$ cat src/design/ecl_pkg.sv
// Constants, tables and state types of the configuration loader.
// Assumes a 10 MHz core clock and a byte-addressed two-wire EEPROM.
package ecl_pkg;

  // Six configuration bytes, three per serial port
  localparam int NUM_CFG = 6;

  // Application number that selects the configuration registers
  localparam logic [7:0] APP_NUM_CFG = 8'h00;

  // Register index of each configuration byte, in slot order
  localparam logic [7:0] CFG_IDX [NUM_CFG] =
    '{8'h04, 8'h05, 8'h06, 8'h19, 8'h1a, 8'h1b};

  // EEPROM location of each configuration byte, in slot order
  localparam logic [7:0] CFG_EE_LOC [NUM_CFG] =
    '{8'h08, 8'h09, 8'h0a, 8'h0e, 8'h0f, 8'h10};

  // Built-in defaults, kept when no EEPROM answers
  localparam logic [7:0] CFG_RST [NUM_CFG] =
    '{8'h01, 8'h85, 8'h24, 8'h01, 8'h84, 8'h24};

  // Presence-check word locations, low byte first
  localparam logic [7:0] EE_LOC_CHK_LO = 8'h00;
  localparam logic [7:0] EE_LOC_CHK_HI = 8'h01;

  // Load steps: two check bytes, then six configuration bytes
  localparam logic [2:0] STEP_CHK_LO   = 3'h0;
  localparam logic [2:0] STEP_CHK_HI   = 3'h1;
  localparam logic [2:0] STEP_CFG_BASE = 3'h2;
  localparam logic [2:0] STEP_LAST     = 3'h7;

  // Two-wire bus: device address and quarter-bit timing
  localparam logic [6:0] EE_DEV_ADDR     = 7'h50;
  localparam int         CLK_PERIOD_NS   = 100;
  localparam int         I2C_QUARTER_NS  = 2500;
  localparam int         I2C_QUARTER_CYC = I2C_QUARTER_NS / CLK_PERIOD_NS;
  localparam logic [4:0] Q_CNT_LAST      = 5'(I2C_QUARTER_CYC - 1);

  // Operations of one random read, executed in order
  localparam logic [2:0] OP_START  = 3'h0;
  localparam logic [2:0] OP_DEVW   = 3'h1;
  localparam logic [2:0] OP_ADDR   = 3'h2;
  localparam logic [2:0] OP_RSTART = 3'h3;
  localparam logic [2:0] OP_DEVR   = 3'h4;
  localparam logic [2:0] OP_READ   = 3'h5;
  localparam logic [2:0] OP_STOP   = 3'h6;

  // Bit position of the acknowledge slot, and the four quarters
  localparam logic [3:0] BIT_ACK   = 4'h8;
  localparam logic [1:0] Q_SETUP   = 2'h0;
  localparam logic [1:0] Q_RISE    = 2'h1;
  localparam logic [1:0] Q_SAMPLE  = 2'h2;
  localparam logic [1:0] Q_FALL    = 2'h3;

  // Loader sequence states
  typedef enum logic [2:0] {
    LD_REQ  = 3'b001,
    LD_WAIT = 3'b010,
    LD_DONE = 3'b100
  } ecl_ld_st_t;

  // Two-wire reader states
  typedef enum logic [1:0] {
    I2_IDLE = 2'b01,
    I2_RUN  = 2'b10
  } ecl_i2_st_t;

endpackage : ecl_pkg

$ cat src/design/ecl_i2c_reader.sv
// Two-wire master that performs one random byte read from the EEPROM.
// Assumes synchronised SCL and SDA levels and open-drain pins outside.
`timescale 1ns/1ps
module ecl_i2c_reader (
  // Clock and reset
  input  wire logic       clk,
  input  wire logic       rst_n,
  // Request and answer
  input  wire logic       start,
  input  wire logic [7:0] addr,
  output logic            done,
  output logic            nack,
  output logic [7:0]      rdata,
  // Bus levels, already synchronised
  input  wire logic       scl_in,
  input  wire logic       sda_in,
  // Pin enables, high pulls the line low
  output logic            scl_oe,
  output logic            sda_oe
);

  ecl_pkg::ecl_i2_st_t st_ff, nxt_st;     // Sequencer state
  logic [2:0] op_ff, nxt_op;              // Current operation
  logic [3:0] bit_ff, nxt_bit;            // Bit within a byte
  logic [1:0] q_ff, nxt_q;                // Quarter of a bit
  logic [4:0] cnt_ff, nxt_cnt;            // Cycles within a quarter
  logic [7:0] sh_ff, nxt_sh;              // Shift register
  logic [7:0] addr_ff, nxt_addr;          // Latched word address
  logic       nack_ff, nxt_nack;          // Missing acknowledge seen
  logic       done_ff, nxt_done;          // End of transfer pulse
  logic       scl_ff, nxt_scl;            // Released SCL level
  logic       sda_ff, nxt_sda;            // Released SDA level
  logic       tick;                       // Last cycle of a quarter
  logic       last_bit;                   // Last bit of the operation
  logic       is_byte;                    // Operation moves a byte

  // Byte to shift out when an operation begins
  function automatic logic [7:0] byte_for(input logic [2:0] op,
                                          input logic [7:0] a);
    byte_for = 8'hff;
    if (op == ecl_pkg::OP_DEVW)
      byte_for = {ecl_pkg::EE_DEV_ADDR, 1'b0};
    else if (op == ecl_pkg::OP_ADDR)
      byte_for = a;
    else if (op == ecl_pkg::OP_DEVR)
      byte_for = {ecl_pkg::EE_DEV_ADDR, 1'b1};
  endfunction : byte_for

  assign is_byte  = (op_ff != ecl_pkg::OP_START) &&
                    (op_ff != ecl_pkg::OP_RSTART) &&
                    (op_ff != ecl_pkg::OP_STOP);
  assign last_bit = !is_byte || (bit_ff == ecl_pkg::BIT_ACK);
  assign tick     = (cnt_ff == ecl_pkg::Q_CNT_LAST);

  // Sequencer: quarters, bits and operations of one random read
  always_comb
  begin
    nxt_st   = st_ff;
    nxt_op   = op_ff;
    nxt_bit  = bit_ff;
    nxt_q    = q_ff;
    nxt_cnt  = cnt_ff;
    nxt_sh   = sh_ff;
    nxt_addr = addr_ff;
    nxt_nack = nack_ff;
    nxt_done = 1'b0;
    nxt_scl  = 1'b1;
    nxt_sda  = 1'b1;
    unique case (st_ff)
      ecl_pkg::I2_IDLE:
      begin
        // Bus idles released; a request starts a new read
        if (start)
        begin
          nxt_st   = ecl_pkg::I2_RUN;
          nxt_op   = ecl_pkg::OP_START;
          nxt_bit  = 4'h0;
          nxt_q    = ecl_pkg::Q_SETUP;
          nxt_cnt  = 5'h00;
          nxt_addr = addr;
          nxt_nack = 1'b0;
        end
      end
      ecl_pkg::I2_RUN:
      begin
        // Line levels for the present quarter
        if (op_ff == ecl_pkg::OP_START || op_ff == ecl_pkg::OP_RSTART)
        begin
          nxt_scl = (q_ff == ecl_pkg::Q_RISE) || (q_ff == ecl_pkg::Q_SAMPLE);
          nxt_sda = (q_ff == ecl_pkg::Q_SETUP) || (q_ff == ecl_pkg::Q_RISE);
        end
        else if (op_ff == ecl_pkg::OP_STOP)
        begin
          nxt_scl = (q_ff != ecl_pkg::Q_SETUP);
          nxt_sda = (q_ff == ecl_pkg::Q_SAMPLE) || (q_ff == ecl_pkg::Q_FALL);
        end
        else
        begin
          nxt_scl = (q_ff == ecl_pkg::Q_RISE) || (q_ff == ecl_pkg::Q_SAMPLE);
          // Read data and the closing NACK leave SDA released
          nxt_sda = (op_ff == ecl_pkg::OP_READ) ||
                    (bit_ff == ecl_pkg::BIT_ACK) || sh_ff[7];
        end
        // A slave holding SCL low stretches the high quarter
        if (scl_ff && !scl_in)
          nxt_cnt = cnt_ff;
        else if (!tick)
          nxt_cnt = cnt_ff + 5'h01;
        else
        begin
          nxt_cnt = 5'h00;
          nxt_q   = q_ff + 2'h1;
          // Sample at the end of the high phase, just before SCL falls
          if (is_byte && q_ff == ecl_pkg::Q_SAMPLE)
          begin
            if (bit_ff == ecl_pkg::BIT_ACK)
            begin
              if (op_ff != ecl_pkg::OP_READ && sda_in)
                nxt_nack = 1'b1;
            end
            else if (op_ff == ecl_pkg::OP_READ)
              nxt_sh = {sh_ff[6:0], sda_in};
          end
          // Advance at the end of the low-going quarter
          if (q_ff == ecl_pkg::Q_FALL)
          begin
            if (!last_bit)
            begin
              nxt_bit = bit_ff + 4'h1;
              if (op_ff != ecl_pkg::OP_READ)
                nxt_sh = {sh_ff[6:0], 1'b1};
            end
            else if (op_ff == ecl_pkg::OP_STOP)
            begin
              nxt_st   = ecl_pkg::I2_IDLE;
              nxt_done = 1'b1;
            end
            else
            begin
              nxt_bit = 4'h0;
              // A missing acknowledge ends the read with a stop
              if (nack_ff || op_ff == ecl_pkg::OP_READ)
                nxt_op = ecl_pkg::OP_STOP;
              else
                nxt_op = op_ff + 3'h1;
              if (op_ff != ecl_pkg::OP_READ)
                nxt_sh = byte_for(op_ff + 3'h1, addr_ff);
            end
          end
        end
      end
    endcase
  end

  // Register the sequencer state
  always_ff @(posedge clk or negedge rst_n)
  begin
    if (!rst_n)
    begin
      st_ff   <= ecl_pkg::I2_IDLE;
      op_ff   <= ecl_pkg::OP_START;
      bit_ff  <= 4'h0;
      q_ff    <= ecl_pkg::Q_SETUP;
      cnt_ff  <= 5'h00;
      sh_ff   <= 8'hff;
      addr_ff <= 8'h00;
      nack_ff <= 1'b0;
      done_ff <= 1'b0;
      scl_ff  <= 1'b1;
      sda_ff  <= 1'b1;
    end
    else
    begin
      st_ff   <= nxt_st;
      op_ff   <= nxt_op;
      bit_ff  <= nxt_bit;
      q_ff    <= nxt_q;
      cnt_ff  <= nxt_cnt;
      sh_ff   <= nxt_sh;
      addr_ff <= nxt_addr;
      nack_ff <= nxt_nack;
      done_ff <= nxt_done;
      scl_ff  <= nxt_scl;
      sda_ff  <= nxt_sda;
    end
  end

  assign done   = done_ff;
  assign nack   = nack_ff;
  assign rdata  = sh_ff;
  assign scl_oe = !scl_ff;
  assign sda_oe = !sda_ff;

endmodule : ecl_i2c_reader

$ cat src/design/ecl_loader_top.sv
// Port configuration loader: six bytes from EEPROM into the registers.
// Assumes an open-drain two-wire bus with pull-ups outside the chip.
`timescale 1ns/1ps
module ecl_loader_top #(
  // Presence word; value is arbitrary
  parameter logic [15:0] PRESENCE_WORD = 16'ha55a
) (
  // Clock and reset
  input  wire logic        CLK_SYS,
  input  wire logic        NRST,
  // Software register port
  input  wire logic        CFG_WR_STB,
  input  wire logic        CFG_RD_STB,
  input  wire logic [7:0]  CFG_APP_NUM,
  input  wire logic [7:0]  CFG_REG_IDX,
  input  wire logic [7:0]  CFG_WR_DATA,
  output logic      [7:0]  CFG_RD_DATA,
  output logic             CFG_RD_HIT,
  // Configuration fields and load status
  output logic      [23:0] PORT_ONE_CONFIG_FIELD,
  output logic      [23:0] PORT_TWO_CONFIG_FIELD,
  output logic             CFG_LOADING,
  output logic             CFG_VALID,
  output logic             EEPROM_FOUND,
  // Two-wire EEPROM pins
  input  wire logic        SCL_I,
  output logic             SCL_O,
  output logic             SCL_OE,
  input  wire logic        SDA_I,
  output logic             SDA_O,
  output logic             SDA_OE
);

  localparam int NPIN = 2;                // SCL and SDA

  logic [7:0] cfg_ff [ecl_pkg::NUM_CFG];  // Configuration bytes
  logic [7:0] nxt_cfg [ecl_pkg::NUM_CFG];
  ecl_pkg::ecl_ld_st_t st_ff, nxt_st;     // Load sequence state
  logic [2:0] step_ff, nxt_step;          // Which byte is read
  logic [7:0] chk_lo_ff, nxt_chk_lo;      // Low presence byte
  logic       found_ff, nxt_found;        // EEPROM accepted
  logic       req_ff, nxt_req;            // Read request pulse
  logic [7:0] rd_data_ff, nxt_rd_data;    // Software read data
  logic       rd_hit_ff, nxt_rd_hit;      // Software read matched
  logic [7:0] ee_addr;                    // Location to read
  logic [2:0] load_slot;                  // Slot of current step
  logic       rd_done;                    // Reader finished
  logic       rd_nack;                    // Reader saw no answer
  logic [7:0] rd_byte;                    // Byte from EEPROM
  logic [3:0] wr_sel;                     // Decoded write target
  logic [3:0] rd_sel;                     // Decoded read target
  logic [NPIN-1:0] pin_raw;               // Raw pin levels
  logic [NPIN-1:0] pin_filt;              // Synchronised levels

  // Decode application number and index into {hit, slot}
  function automatic logic [3:0] slot_of(input logic [7:0] app,
                                         input logic [7:0] idx);
    slot_of = 4'h0;
    for (int i = 0; i < ecl_pkg::NUM_CFG; i++)
    begin
      if (app == ecl_pkg::APP_NUM_CFG && idx == ecl_pkg::CFG_IDX[i])
        slot_of = {1'b1, 3'(i)};
    end
  endfunction : slot_of

  assign pin_raw = {SDA_I, SCL_I};

  // Three-stage synchroniser; a level counts once stages two and
  // three agree, so a single-cycle glitch never reaches the reader
  for (genvar p = 0; p < NPIN; p++)
  begin : g_sync
    logic [2:0] sync_ff, nxt_sync;        // Synchroniser chain
    logic       filt_ff, nxt_filt;        // Accepted level

    always_comb
    begin
      nxt_sync = {sync_ff[1:0], pin_raw[p]};
      nxt_filt = (sync_ff[1] == sync_ff[2]) ? sync_ff[2] : filt_ff;
    end

    always_ff @(posedge CLK_SYS or negedge NRST)
    begin
      if (!NRST)
      begin
        sync_ff <= 3'h7;
        filt_ff <= 1'b1;
      end
      else
      begin
        sync_ff <= nxt_sync;
        filt_ff <= nxt_filt;
      end
    end

    assign pin_filt[p] = filt_ff;
  end

  // Location of each step: check word first, then config bytes
  assign load_slot = step_ff - ecl_pkg::STEP_CFG_BASE;
  always_comb
  begin
    if (step_ff == ecl_pkg::STEP_CHK_LO)
      ee_addr = ecl_pkg::EE_LOC_CHK_LO;
    else if (step_ff == ecl_pkg::STEP_CHK_HI)
      ee_addr = ecl_pkg::EE_LOC_CHK_HI;
    else
      ee_addr = ecl_pkg::CFG_EE_LOC[load_slot];
  end

  // Byte reader on the two-wire bus
  ecl_i2c_reader u_reader (
    .clk    (CLK_SYS),
    .rst_n  (NRST),
    .start  (req_ff),
    .addr   (ee_addr),
    .done   (rd_done),
    .nack   (rd_nack),
    .rdata  (rd_byte),
    .scl_in (pin_filt[0]),
    .sda_in (pin_filt[1]),
    .scl_oe (SCL_OE),
    .sda_oe (SDA_OE)
  );

  // Load sequence: check word, then six bytes, then stop for good
  always_comb
  begin
    nxt_st     = st_ff;
    nxt_step   = step_ff;
    nxt_chk_lo = chk_lo_ff;
    nxt_found  = found_ff;
    nxt_req    = 1'b0;
    unique case (st_ff)
      ecl_pkg::LD_REQ:
      begin
        nxt_req = 1'b1;
        nxt_st  = ecl_pkg::LD_WAIT;
      end
      ecl_pkg::LD_WAIT:
      begin
        if (rd_done)
        begin
          if (rd_nack)
            nxt_st = ecl_pkg::LD_DONE;
          else if (step_ff == ecl_pkg::STEP_CHK_LO)
          begin
            nxt_chk_lo = rd_byte;
            nxt_step   = step_ff + 3'h1;
            nxt_st     = ecl_pkg::LD_REQ;
          end
          else if (step_ff == ecl_pkg::STEP_CHK_HI)
          begin
            if ({rd_byte, chk_lo_ff} == PRESENCE_WORD)
            begin
              nxt_step = step_ff + 3'h1;
              nxt_st   = ecl_pkg::LD_REQ;
            end
            else
              nxt_st = ecl_pkg::LD_DONE;
          end
          else if (step_ff == ecl_pkg::STEP_LAST)
          begin
            nxt_found = 1'b1;
            nxt_st    = ecl_pkg::LD_DONE;
          end
          else
          begin
            nxt_step = step_ff + 3'h1;
            nxt_st   = ecl_pkg::LD_REQ;
          end
        end
      end
      ecl_pkg::LD_DONE:
      begin
        // Only a fresh reset starts another load
        nxt_st = ecl_pkg::LD_DONE;
      end
    endcase
  end

  assign wr_sel = slot_of(CFG_APP_NUM, CFG_REG_IDX);
  assign rd_sel = slot_of(CFG_APP_NUM, CFG_REG_IDX);

  // Configuration bytes: loaded from EEPROM, overwritten by software
  always_comb
  begin
    for (int i = 0; i < ecl_pkg::NUM_CFG; i++)
    begin
      nxt_cfg[i] = cfg_ff[i];
      if (st_ff == ecl_pkg::LD_WAIT && rd_done && !rd_nack &&
          step_ff >= ecl_pkg::STEP_CFG_BASE && load_slot == 3'(i))
        nxt_cfg[i] = rd_byte;
      if (CFG_WR_STB && wr_sel[3] && wr_sel[2:0] == 3'(i))
        nxt_cfg[i] = CFG_WR_DATA;
    end
  end

  // Software read: unmapped indexes answer zero with no hit
  always_comb
  begin
    nxt_rd_data = rd_data_ff;
    nxt_rd_hit  = rd_hit_ff;
    if (CFG_RD_STB)
    begin
      nxt_rd_hit  = rd_sel[3];
      nxt_rd_data = rd_sel[3] ? cfg_ff[rd_sel[2:0]] : 8'h00;
    end
  end

  // Register all loader and software-port state
  always_ff @(posedge CLK_SYS or negedge NRST)
  begin
    if (!NRST)
    begin
      for (int i = 0; i < ecl_pkg::NUM_CFG; i++)
        cfg_ff[i] <= ecl_pkg::CFG_RST[i];
      st_ff      <= ecl_pkg::LD_REQ;
      step_ff    <= ecl_pkg::STEP_CHK_LO;
      chk_lo_ff  <= 8'h00;
      found_ff   <= 1'b0;
      req_ff     <= 1'b0;
      rd_data_ff <= 8'h00;
      rd_hit_ff  <= 1'b0;
    end
    else
    begin
      for (int i = 0; i < ecl_pkg::NUM_CFG; i++)
        cfg_ff[i] <= nxt_cfg[i];
      st_ff      <= nxt_st;
      step_ff    <= nxt_step;
      chk_lo_ff  <= nxt_chk_lo;
      found_ff   <= nxt_found;
      req_ff     <= nxt_req;
      rd_data_ff <= nxt_rd_data;
      rd_hit_ff  <= nxt_rd_hit;
    end
  end

  assign PORT_ONE_CONFIG_FIELD = {cfg_ff[2], cfg_ff[1], cfg_ff[0]};
  assign PORT_TWO_CONFIG_FIELD = {cfg_ff[5], cfg_ff[4], cfg_ff[3]};

  // Status and pin outputs; open-drain lines only ever pull low
  assign CFG_LOADING  = (st_ff != ecl_pkg::LD_DONE);
  assign CFG_VALID    = (st_ff == ecl_pkg::LD_DONE);
  assign EEPROM_FOUND = found_ff;
  assign CFG_RD_DATA  = rd_data_ff;
  assign CFG_RD_HIT   = rd_hit_ff;
  assign SCL_O        = 1'b0;
  assign SDA_O        = 1'b0;

endmodule : ecl_loader_top

$ cat config.mk
export PLATFORM = sky130hd
export DESIGN_NAME = ecl_loader_top
export DESIGN_NICKNAME = d
export VERILOG_FILES = /design/src/design/ecl_pkg.sv /design/src/design/ecl_i2c_reader.sv /design/src/design/ecl_loader_top.sv
export SDC_FILE = /design/constraint.sdc
export NUM_CORES = 1
export LEC_CHECK = 0
export BUFFER_PORTS_ARGS = -buffer_cell sky130_fd_sc_hd__buf_2
export CAP_MARGIN = 20
export CELL_PAD_IN_SITES_DETAIL_PLACEMENT = 2
export CELL_PAD_IN_SITES_GLOBAL_PLACEMENT = 2
export CORE_AREA = 2 2 133 135
export CTS_BUF_LIST = sky130_fd_sc_hd__clkbuf_4 sky130_fd_sc_hd__clkbuf_8 sky130_fd_sc_hd__clkbuf_16
export DETAILED_ROUTE_END_ITERATION = 16
export DIE_AREA = 0 0 135 137
export PLACE_DENSITY = 0.76
export RECOVER_POWER = 25
export SLEW_MARGIN = 10
export SYNTH_ARGS = -nofsm -noshare
export SYNTH_HDL_FRONTEND = slang
export SYNTH_SLANG_ARGS = --single-unit
$ cat constraint.sdc
create_clock -name CLK_SYS -period 2.9 [get_ports CLK_SYS]
set_input_delay 0.58 -clock CLK_SYS [delete_from_list [all_inputs] [get_ports CLK_SYS]]
set_output_delay 0.58 -clock CLK_SYS [all_outputs]
set_load 0.01 [all_outputs]
# [Word level (Yosys, flattened, before mapping)]
# Memories as Yosys holds them, arrays and structs flattened.
# Cells that the tools add are included.
[classes] add_sub_neg=6 magnitude_cmp=3 mux=98 n_reduce_logical=65 bitwise_logic=6 n_eq_ne=55
[op_table] cell="two-way mux 8 bit" count=29
[op_table] cell="two-way mux 3 bit" count=17
[op_table] cell="two-way mux 4 bit" count=12
[op_table] cell="== test 3 bit, second input constant" count=9
[op_table] cell="logical AND 1 bit" count=27
[op_table] cell="binary-select mux 8 bit (select 3 bit)" count=1
[op_table] cell="== test 8 x 3 -> 1 bit, second input constant" count=3
[op_table] cell="== test 8 x 5 -> 1 bit, second input constant" count=3
[op_table] cell="AND reduction 6 bit" count=4
[op_table] cell="== test 3 x 2 -> 1 bit, second input constant" count=7
[op_table] cell="two-way mux 1 bit" count=19
[op_table] cell="two-way mux 2 bit" count=9
[op_table] cell="== test 16 bit, second input constant" count=1
[op_table] cell="!= test 2 x 1 -> 1 bit, second input constant" count=8
[op_table] cell="== test 3 x 1 -> 1 bit, second input constant" count=5
[op_table] cell="two-way mux 5 bit" count=3
[op_table] cell="!= test 3 bit, second input constant" count=5
[op_table] cell="nonzero test 2 bit" count=7
[op_table] cell="zero test 3 bit" count=4
[op_table] cell="one-hot mux 5 bit (2 select lines)" count=1
[op_table] cell="AND reduction 5 bit" count=2
[op_table] cell="one-hot mux 3 bit (3 select lines)" count=1
[op_table] cell=">= comparator 4 bit, second input constant" count=2
[op_table] cell="zero test 8 bit" count=1
[op_table] cell="other kinds (27)" count=53
[word_totals] n_memories=1 inputBits=30 register_bits=117 mem_bits_ro=64
[memory_table] name="(name not given)" depth=8 word_bits=8 read_ports=1 rd_ports_with_merged_regs=0 wr=0 line_no="ecl_loader_top.sv:107" rtl="ee_addr = ecl_pkg::CFG_EE_LOC[load_slot];"

# [Logic depth before layout (Yosys ltp)]
[logic_depth] ltp_word=13 mapped_depth=8

# [Cells and area by module]
# From an unflattened synthesis, not the netlist that was laid out.
[unflattened] cells_unflattened=648 hier_area_um2=6825.3
[by_module_without_submodules] mod="ecl_loader_top" area_each_um2=4541.9 n_inst=1 cells_each=410
[by_module_without_submodules] mod="ecl_i2c_reader" area_each_um2=2283.4 n_inst=1 cells_each=238

# [Worst setup path before layout]
# OpenSTA, ideal clock, no wires.
[synth_path] path_type="input-to-reg" start="input CFG_APP_NUM[1]" end="register cfg_ff (netlist bit PORT_ONE_CONFIG_FIELD[14])" required_time_ns=2.774 path_stages=6 path_buffers=1 setup_slack_ns=0.806 arrival_ns=1.968 cell_sequence="or4_4 -> nor4_4 -> nand2_1 -> buf_2 -> nor2_1 -> a21oi_1"
[synth_via] elab_chain_len=11 word_cells_on_any_way=18 classes_between="1 x eq/ne; 7 x mux; 10 x reduce/logical"
[synth_rtl] item="start, declared" line_no="ecl_loader_top.sv:14" rtl="input wire logic [7:0] CFG_APP_NUM,"
[synth_rtl] item="zero test 8 bit *" line_no="ecl_loader_top.sv:61" rtl="if (app == ecl_pkg::APP_NUM_CFG && idx == ecl_pkg::CFG_IDX[i])"
[synth_rtl] item="logical AND 1 bit" line_no="ecl_loader_top.sv:61"
[synth_rtl] item="two-way mux 4 bit (5 in series)" line_no="ecl_loader_top.sv:61"
[synth_rtl] item="two-way mux 4 bit *" line_no="ecl_loader_top.sv:61"
[synth_rtl] item="branches (longest 1 deep; another with == test 3 x 1 -> 1 bit)"
[synth_rtl] item="logical AND 1 bit *" line_no="ecl_loader_top.sv:193" rtl="if (CFG_WR_STB && wr_sel[3] && wr_sel[2:0] == 3'(i))"
[synth_rtl] item="two-way mux 8 bit / nonzero test 2 bit (equally long branches)"
[synth_rtl] item="end signal, assigned by index" line_no="ecl_loader_top.sv:216" rtl="cfg_ff[i] <= ecl_pkg::CFG_RST[i];"
[synth_rtl] item="end signal, assigned by index" line_no="ecl_loader_top.sv:228" rtl="cfg_ff[i] <= nxt_cfg[i];"
[synth_rtl] item="end, declared" line_no="ecl_loader_top.sv:36" rtl="logic [7:0] cfg_ff [ecl_pkg::NUM_CFG];"
# Every way passes the cells marked *.
# A chain may end at the register's enable or synchronous reset.

# [Worst setup path in the final report]
[layout_path] start="register step_ff[0]" end="register cfg_ff (netlist bit PORT_TWO_CONFIG_FIELD[5])"
[layout_via] elab_chain_len=4 word_cells_on_any_way=6 classes_between="1 x add/sub; 1 x order compare; 1 x eq/ne; 3 x reduce/logical"
[layout_rtl] item="start, declared" line_no="ecl_loader_top.sv:39" rtl="logic [2:0] step_ff, nxt_step;"
[layout_rtl] item="start signal, assigned" line_no="ecl_loader_top.sv:218" rtl="step_ff <= ecl_pkg::STEP_CHK_LO;"
[layout_rtl] item="start signal, assigned" line_no="ecl_loader_top.sv:230" rtl="step_ff <= nxt_step;"
[layout_rtl] item="subtractor 3 x 2 -> 3 bit / >= comparator 3 x 2 -> 1 bit (equally long branches)" line_no="ecl_loader_top.sv:99, ecl_loader_top.sv:191"
[layout_rtl] item="== test 3 x 2 -> 1 bit / logical AND 1 bit (equally long branches)" line_no="ecl_loader_top.sv:191, ecl_loader_top.sv:190"
[layout_rtl] item="logical AND 1 bit *" line_no="ecl_loader_top.sv:191" rtl="step_ff >= ecl_pkg::STEP_CFG_BASE && load_slot == 3'(i))"
[layout_rtl] item="nonzero test 2 bit (no line) *"
# Every way passes the cells marked *; elsewhere a longest branch is shown, timed or not.

==> out/qor.txt <==
switching pwr: 0.972 mW
DIE AREA: 18500 µm²
XOR/XNOR Fraction of Synth Area: 0.868%
Pwr Total: 4.20 mW
post_cts resized: 0
period utilisation layout: 86.5%
ANT cells: 0
Starting Density: 35.5%
maxcap violations: 1
RD Place Congestion: 0.855
Pleak: 3.05 nW
violated checks: max-capacitance violations, max-slew violations
initial antenna violation count: 0
Post-Synth Adder-Cell Area: 4.26%
area grow syn2layout: 21.9%
Setup crit end kind: flip-flop
total congestion overflow: 0
Setup crit start kind: flip-flop
clk_skew: 0.00782 ns
CP Buf/Inv Count: 2
synth warn: 0
DR vias: 5139
layout cells sized above 1: 27.1%
max-slew violations: 57
vias in the first global route: 5774
number of remaining DRC errors: 0
max frequency: 399 MHz
average wire per standard cell: 22.4 µm
status: complete, but fails checks
pwr/cell area: 570 nW/µm²
CP delay by family, top: simple AND/OR/NAND/NOR gates
count of buffers from port buffering: 91
clock sinks: 114
combinational family with the most area after synthesis: simple AND/OR/NAND/NOR gates
post-synthesis mux area share: 11.8%
compound-cell area share of the yosys netlist: 14.8%
clk buf depth: 2
Post-CTS Setup Inserts: 0
top_reg_cell synth: dfrtp_1
WHS: 0.250 ns
worst-path maximum fanout: 8
CTS HTree Levels: 4
worst-margin pin slew: 1.52 ns
Seq/Total Area, Yosys: 47.8%
synthesized area: 6050 µm²
peak supply drop: 0.471 mV
hold-fix buffers at CTS: 0
EDFF count, synth: 0
router iterations before antenna repair: 4
routed vias/inst: 5.60
minimum clock period after layout: 2.51 ns
P_int: 3.23 mW
most frequent cells in the layout: buf_2 (90), dfrtp_1 (83), a21oi_1 (61), nor2_1 (60), mux2i_1 (57)
CTS Buf Count: 17
Site Rows: 48
boundary pin count: 94
clk slew on worst S/H paths: 0.06 ns
Total GRT Usage: 23.4%
Die Y: 137 µm
Relative slew margins: -1.59%
data arrival time of the critical path: 2.80 ns
combinational share of power: 6.7%
largest net degree at the start of global routing: 58
mean post-synth cell area: 10.3 µm²
slowest stage delay, CP: 0.67 ns
switching share of power: 23.1%
Worst-Skew Late Latency: 0.42 ns
CP Class: flip-flop to flip-flop
clk root buf: clkbuf_16
setup_tns: 0 ns
Setup Viol. Count Final: 0
core area: 17100 µm²
most common cell after layout, fill and taps aside: buf_2
Seq pwr share: 40.5%
DP HPWL: 14700 µm
critical path cell sequence: inv_1, ha_1, inv_1, o21ai_0, and4_1, mux2i_1, a21oi_1
drt total wl: 20600 µm
post-route ant nets: 0
Netlist cell types: 63
TritonCTS clock tree: yes
critical path's most frequent cell: inv_1
Nets: 729
register bit total from synthesis: 114
Die Width: 135 µm
Min-Delay Path Class: primary input to flip-flop
RSZ-0062 raised after global routing: no
post-synthesis async set-or-reset flop share: 100%
global-route wire length before repair: 33000 µm
slowest CP cell: and4_1
final hold vios: 0
Post-Synth Simple-Gate Area: 15.9%
Final Util: 43.3%
detailed router's first-iteration violation count: 257
Critical Path RT: 3.19 ns
cell count after synthesis: 587
Clock Power Share: 52.8%
==> stage by stage <==
step / instances / worst slack [ns] / area, µm²
after CTS: 918 / 0.402 / 7380
after detailed placement: 886 / 0.462 / 6760
final: 918 / 0.391 / 7380
after global routing: 918 / 0.189 / 7380
after global placement: 886 / 0.510 / 6760
after floorplan: 588 / 0.806 / 6050
==> flip-flops by register name (all words and copies together), names as in the netlist, 5 cells and up <==
name,cells
u_reader.rdata,8
PORT_ONE_CONFIG_FIELD,24
chk_lo_ff,8
u_reader.cnt_ff,5
u_reader.addr_ff,5
PORT_TWO_CONFIG_FIELD,24
CFG_RD_DATA,8
g_sync.sync_ff,6
==> worst register-to-register path, stage by stage, from the launching register on <==
cell and delay, ns:
dfrtp_1 0.44, inv_1 0.13, ha_1 0.24, inv_1 0.07, o21ai_0 0.45, and4_1 0.67, mux2i_1 0.29, a21oi_1 0.09
==> cell families (layout without fill, tap and decap cells) <==
group           after synthesis  in the layout
buf+inv                      63            168
other cells                   1              2
mux                          70             70
xor+xnor                      6              6
compound gates              142            142
fa+ha+maj                    21             21
simple gates                170            170
flops                       114            114
==> power by group through the flow <==
stage	Clock, mW	Sequential [mW]	Combinational (mW)
detailed placement	0	1.73	0.282
global placement	0	1.72	0.258
floorplan	0	1.71	0.150
finish	2.22	1.70	0.282
global route	2.32	1.71	0.316
CTS	2.26	1.70	0.285
==> cell type report <==
class | count | area, µm²
Clock inverter | 11 | 160
Inverter | 30 | 113
Multi-Input combinational cell | 411 | 2890
Clock buffer | 21 | 462
Sequential cell | 114 | 2890
Fill cell | 1800 | 9680
Timing Repair Buffer | 106 | 577
Tap cell | 225 | 282
==> synth_stat cells (12+ instances only) <==
| cell type | count | area (µm²) |
|---|---|---|
| dfrtp_1 | 83 | 2080 |
| a21oi_1 | 61 | 305 |
| nor2_1 | 60 | 225 |
| mux2i_1 | 57 | 571 |
| dfstp_2 | 31 | 815 |
| inv_1 | 30 | 113 |
| nand2_1 | 22 | 82.6 |
| ha_1 | 19 | 238 |
| o21ai_0 | 16 | 80.1 |
| o22ai_1 | 16 | 100 |
| buf_2 | 13 | 65.1 |
| mux2_2 | 13 | 146 |
| nand4_1 | 12 | 75.1 |
==> per-layer routing <==
| layer | up-vias | share of wire, % | GRT usage [%] |
|---|---|---|---|
| met3 | 25 | 3.4 | 3.93 |
| li1 | 2322 | - | - |
| met4 | 0 | 1.6 | 7.35 |
| met5 | - | 0 | 0 |
| met1 | 2692 | 46 | 31.5 |
| met2 | 100 | 49 | 38.9 |
==> final timing paths <==
kind,endpoint,start,slack (ns),depth (start not counted)
worst min-delay path,g_sync[1].sync_ff[0],SDA_I,0.25,1
min in group asynchronous,PORT_ONE_CONFIG_FIELD[1],NRST,0.53,1
worst max register to register,PORT_TWO_CONFIG_FIELD[5],step_ff[0],0.39,7
worst max-delay path,PORT_TWO_CONFIG_FIELD[5],step_ff[0],0.39,7
max in group asynchronous,PORT_ONE_CONFIG_FIELD[2],NRST,1.22,2
worst min register to register,g_sync[0].sync_ff[1],g_sync[0].sync_ff[0],0.36,0
(Power assumes the default switching activity.)
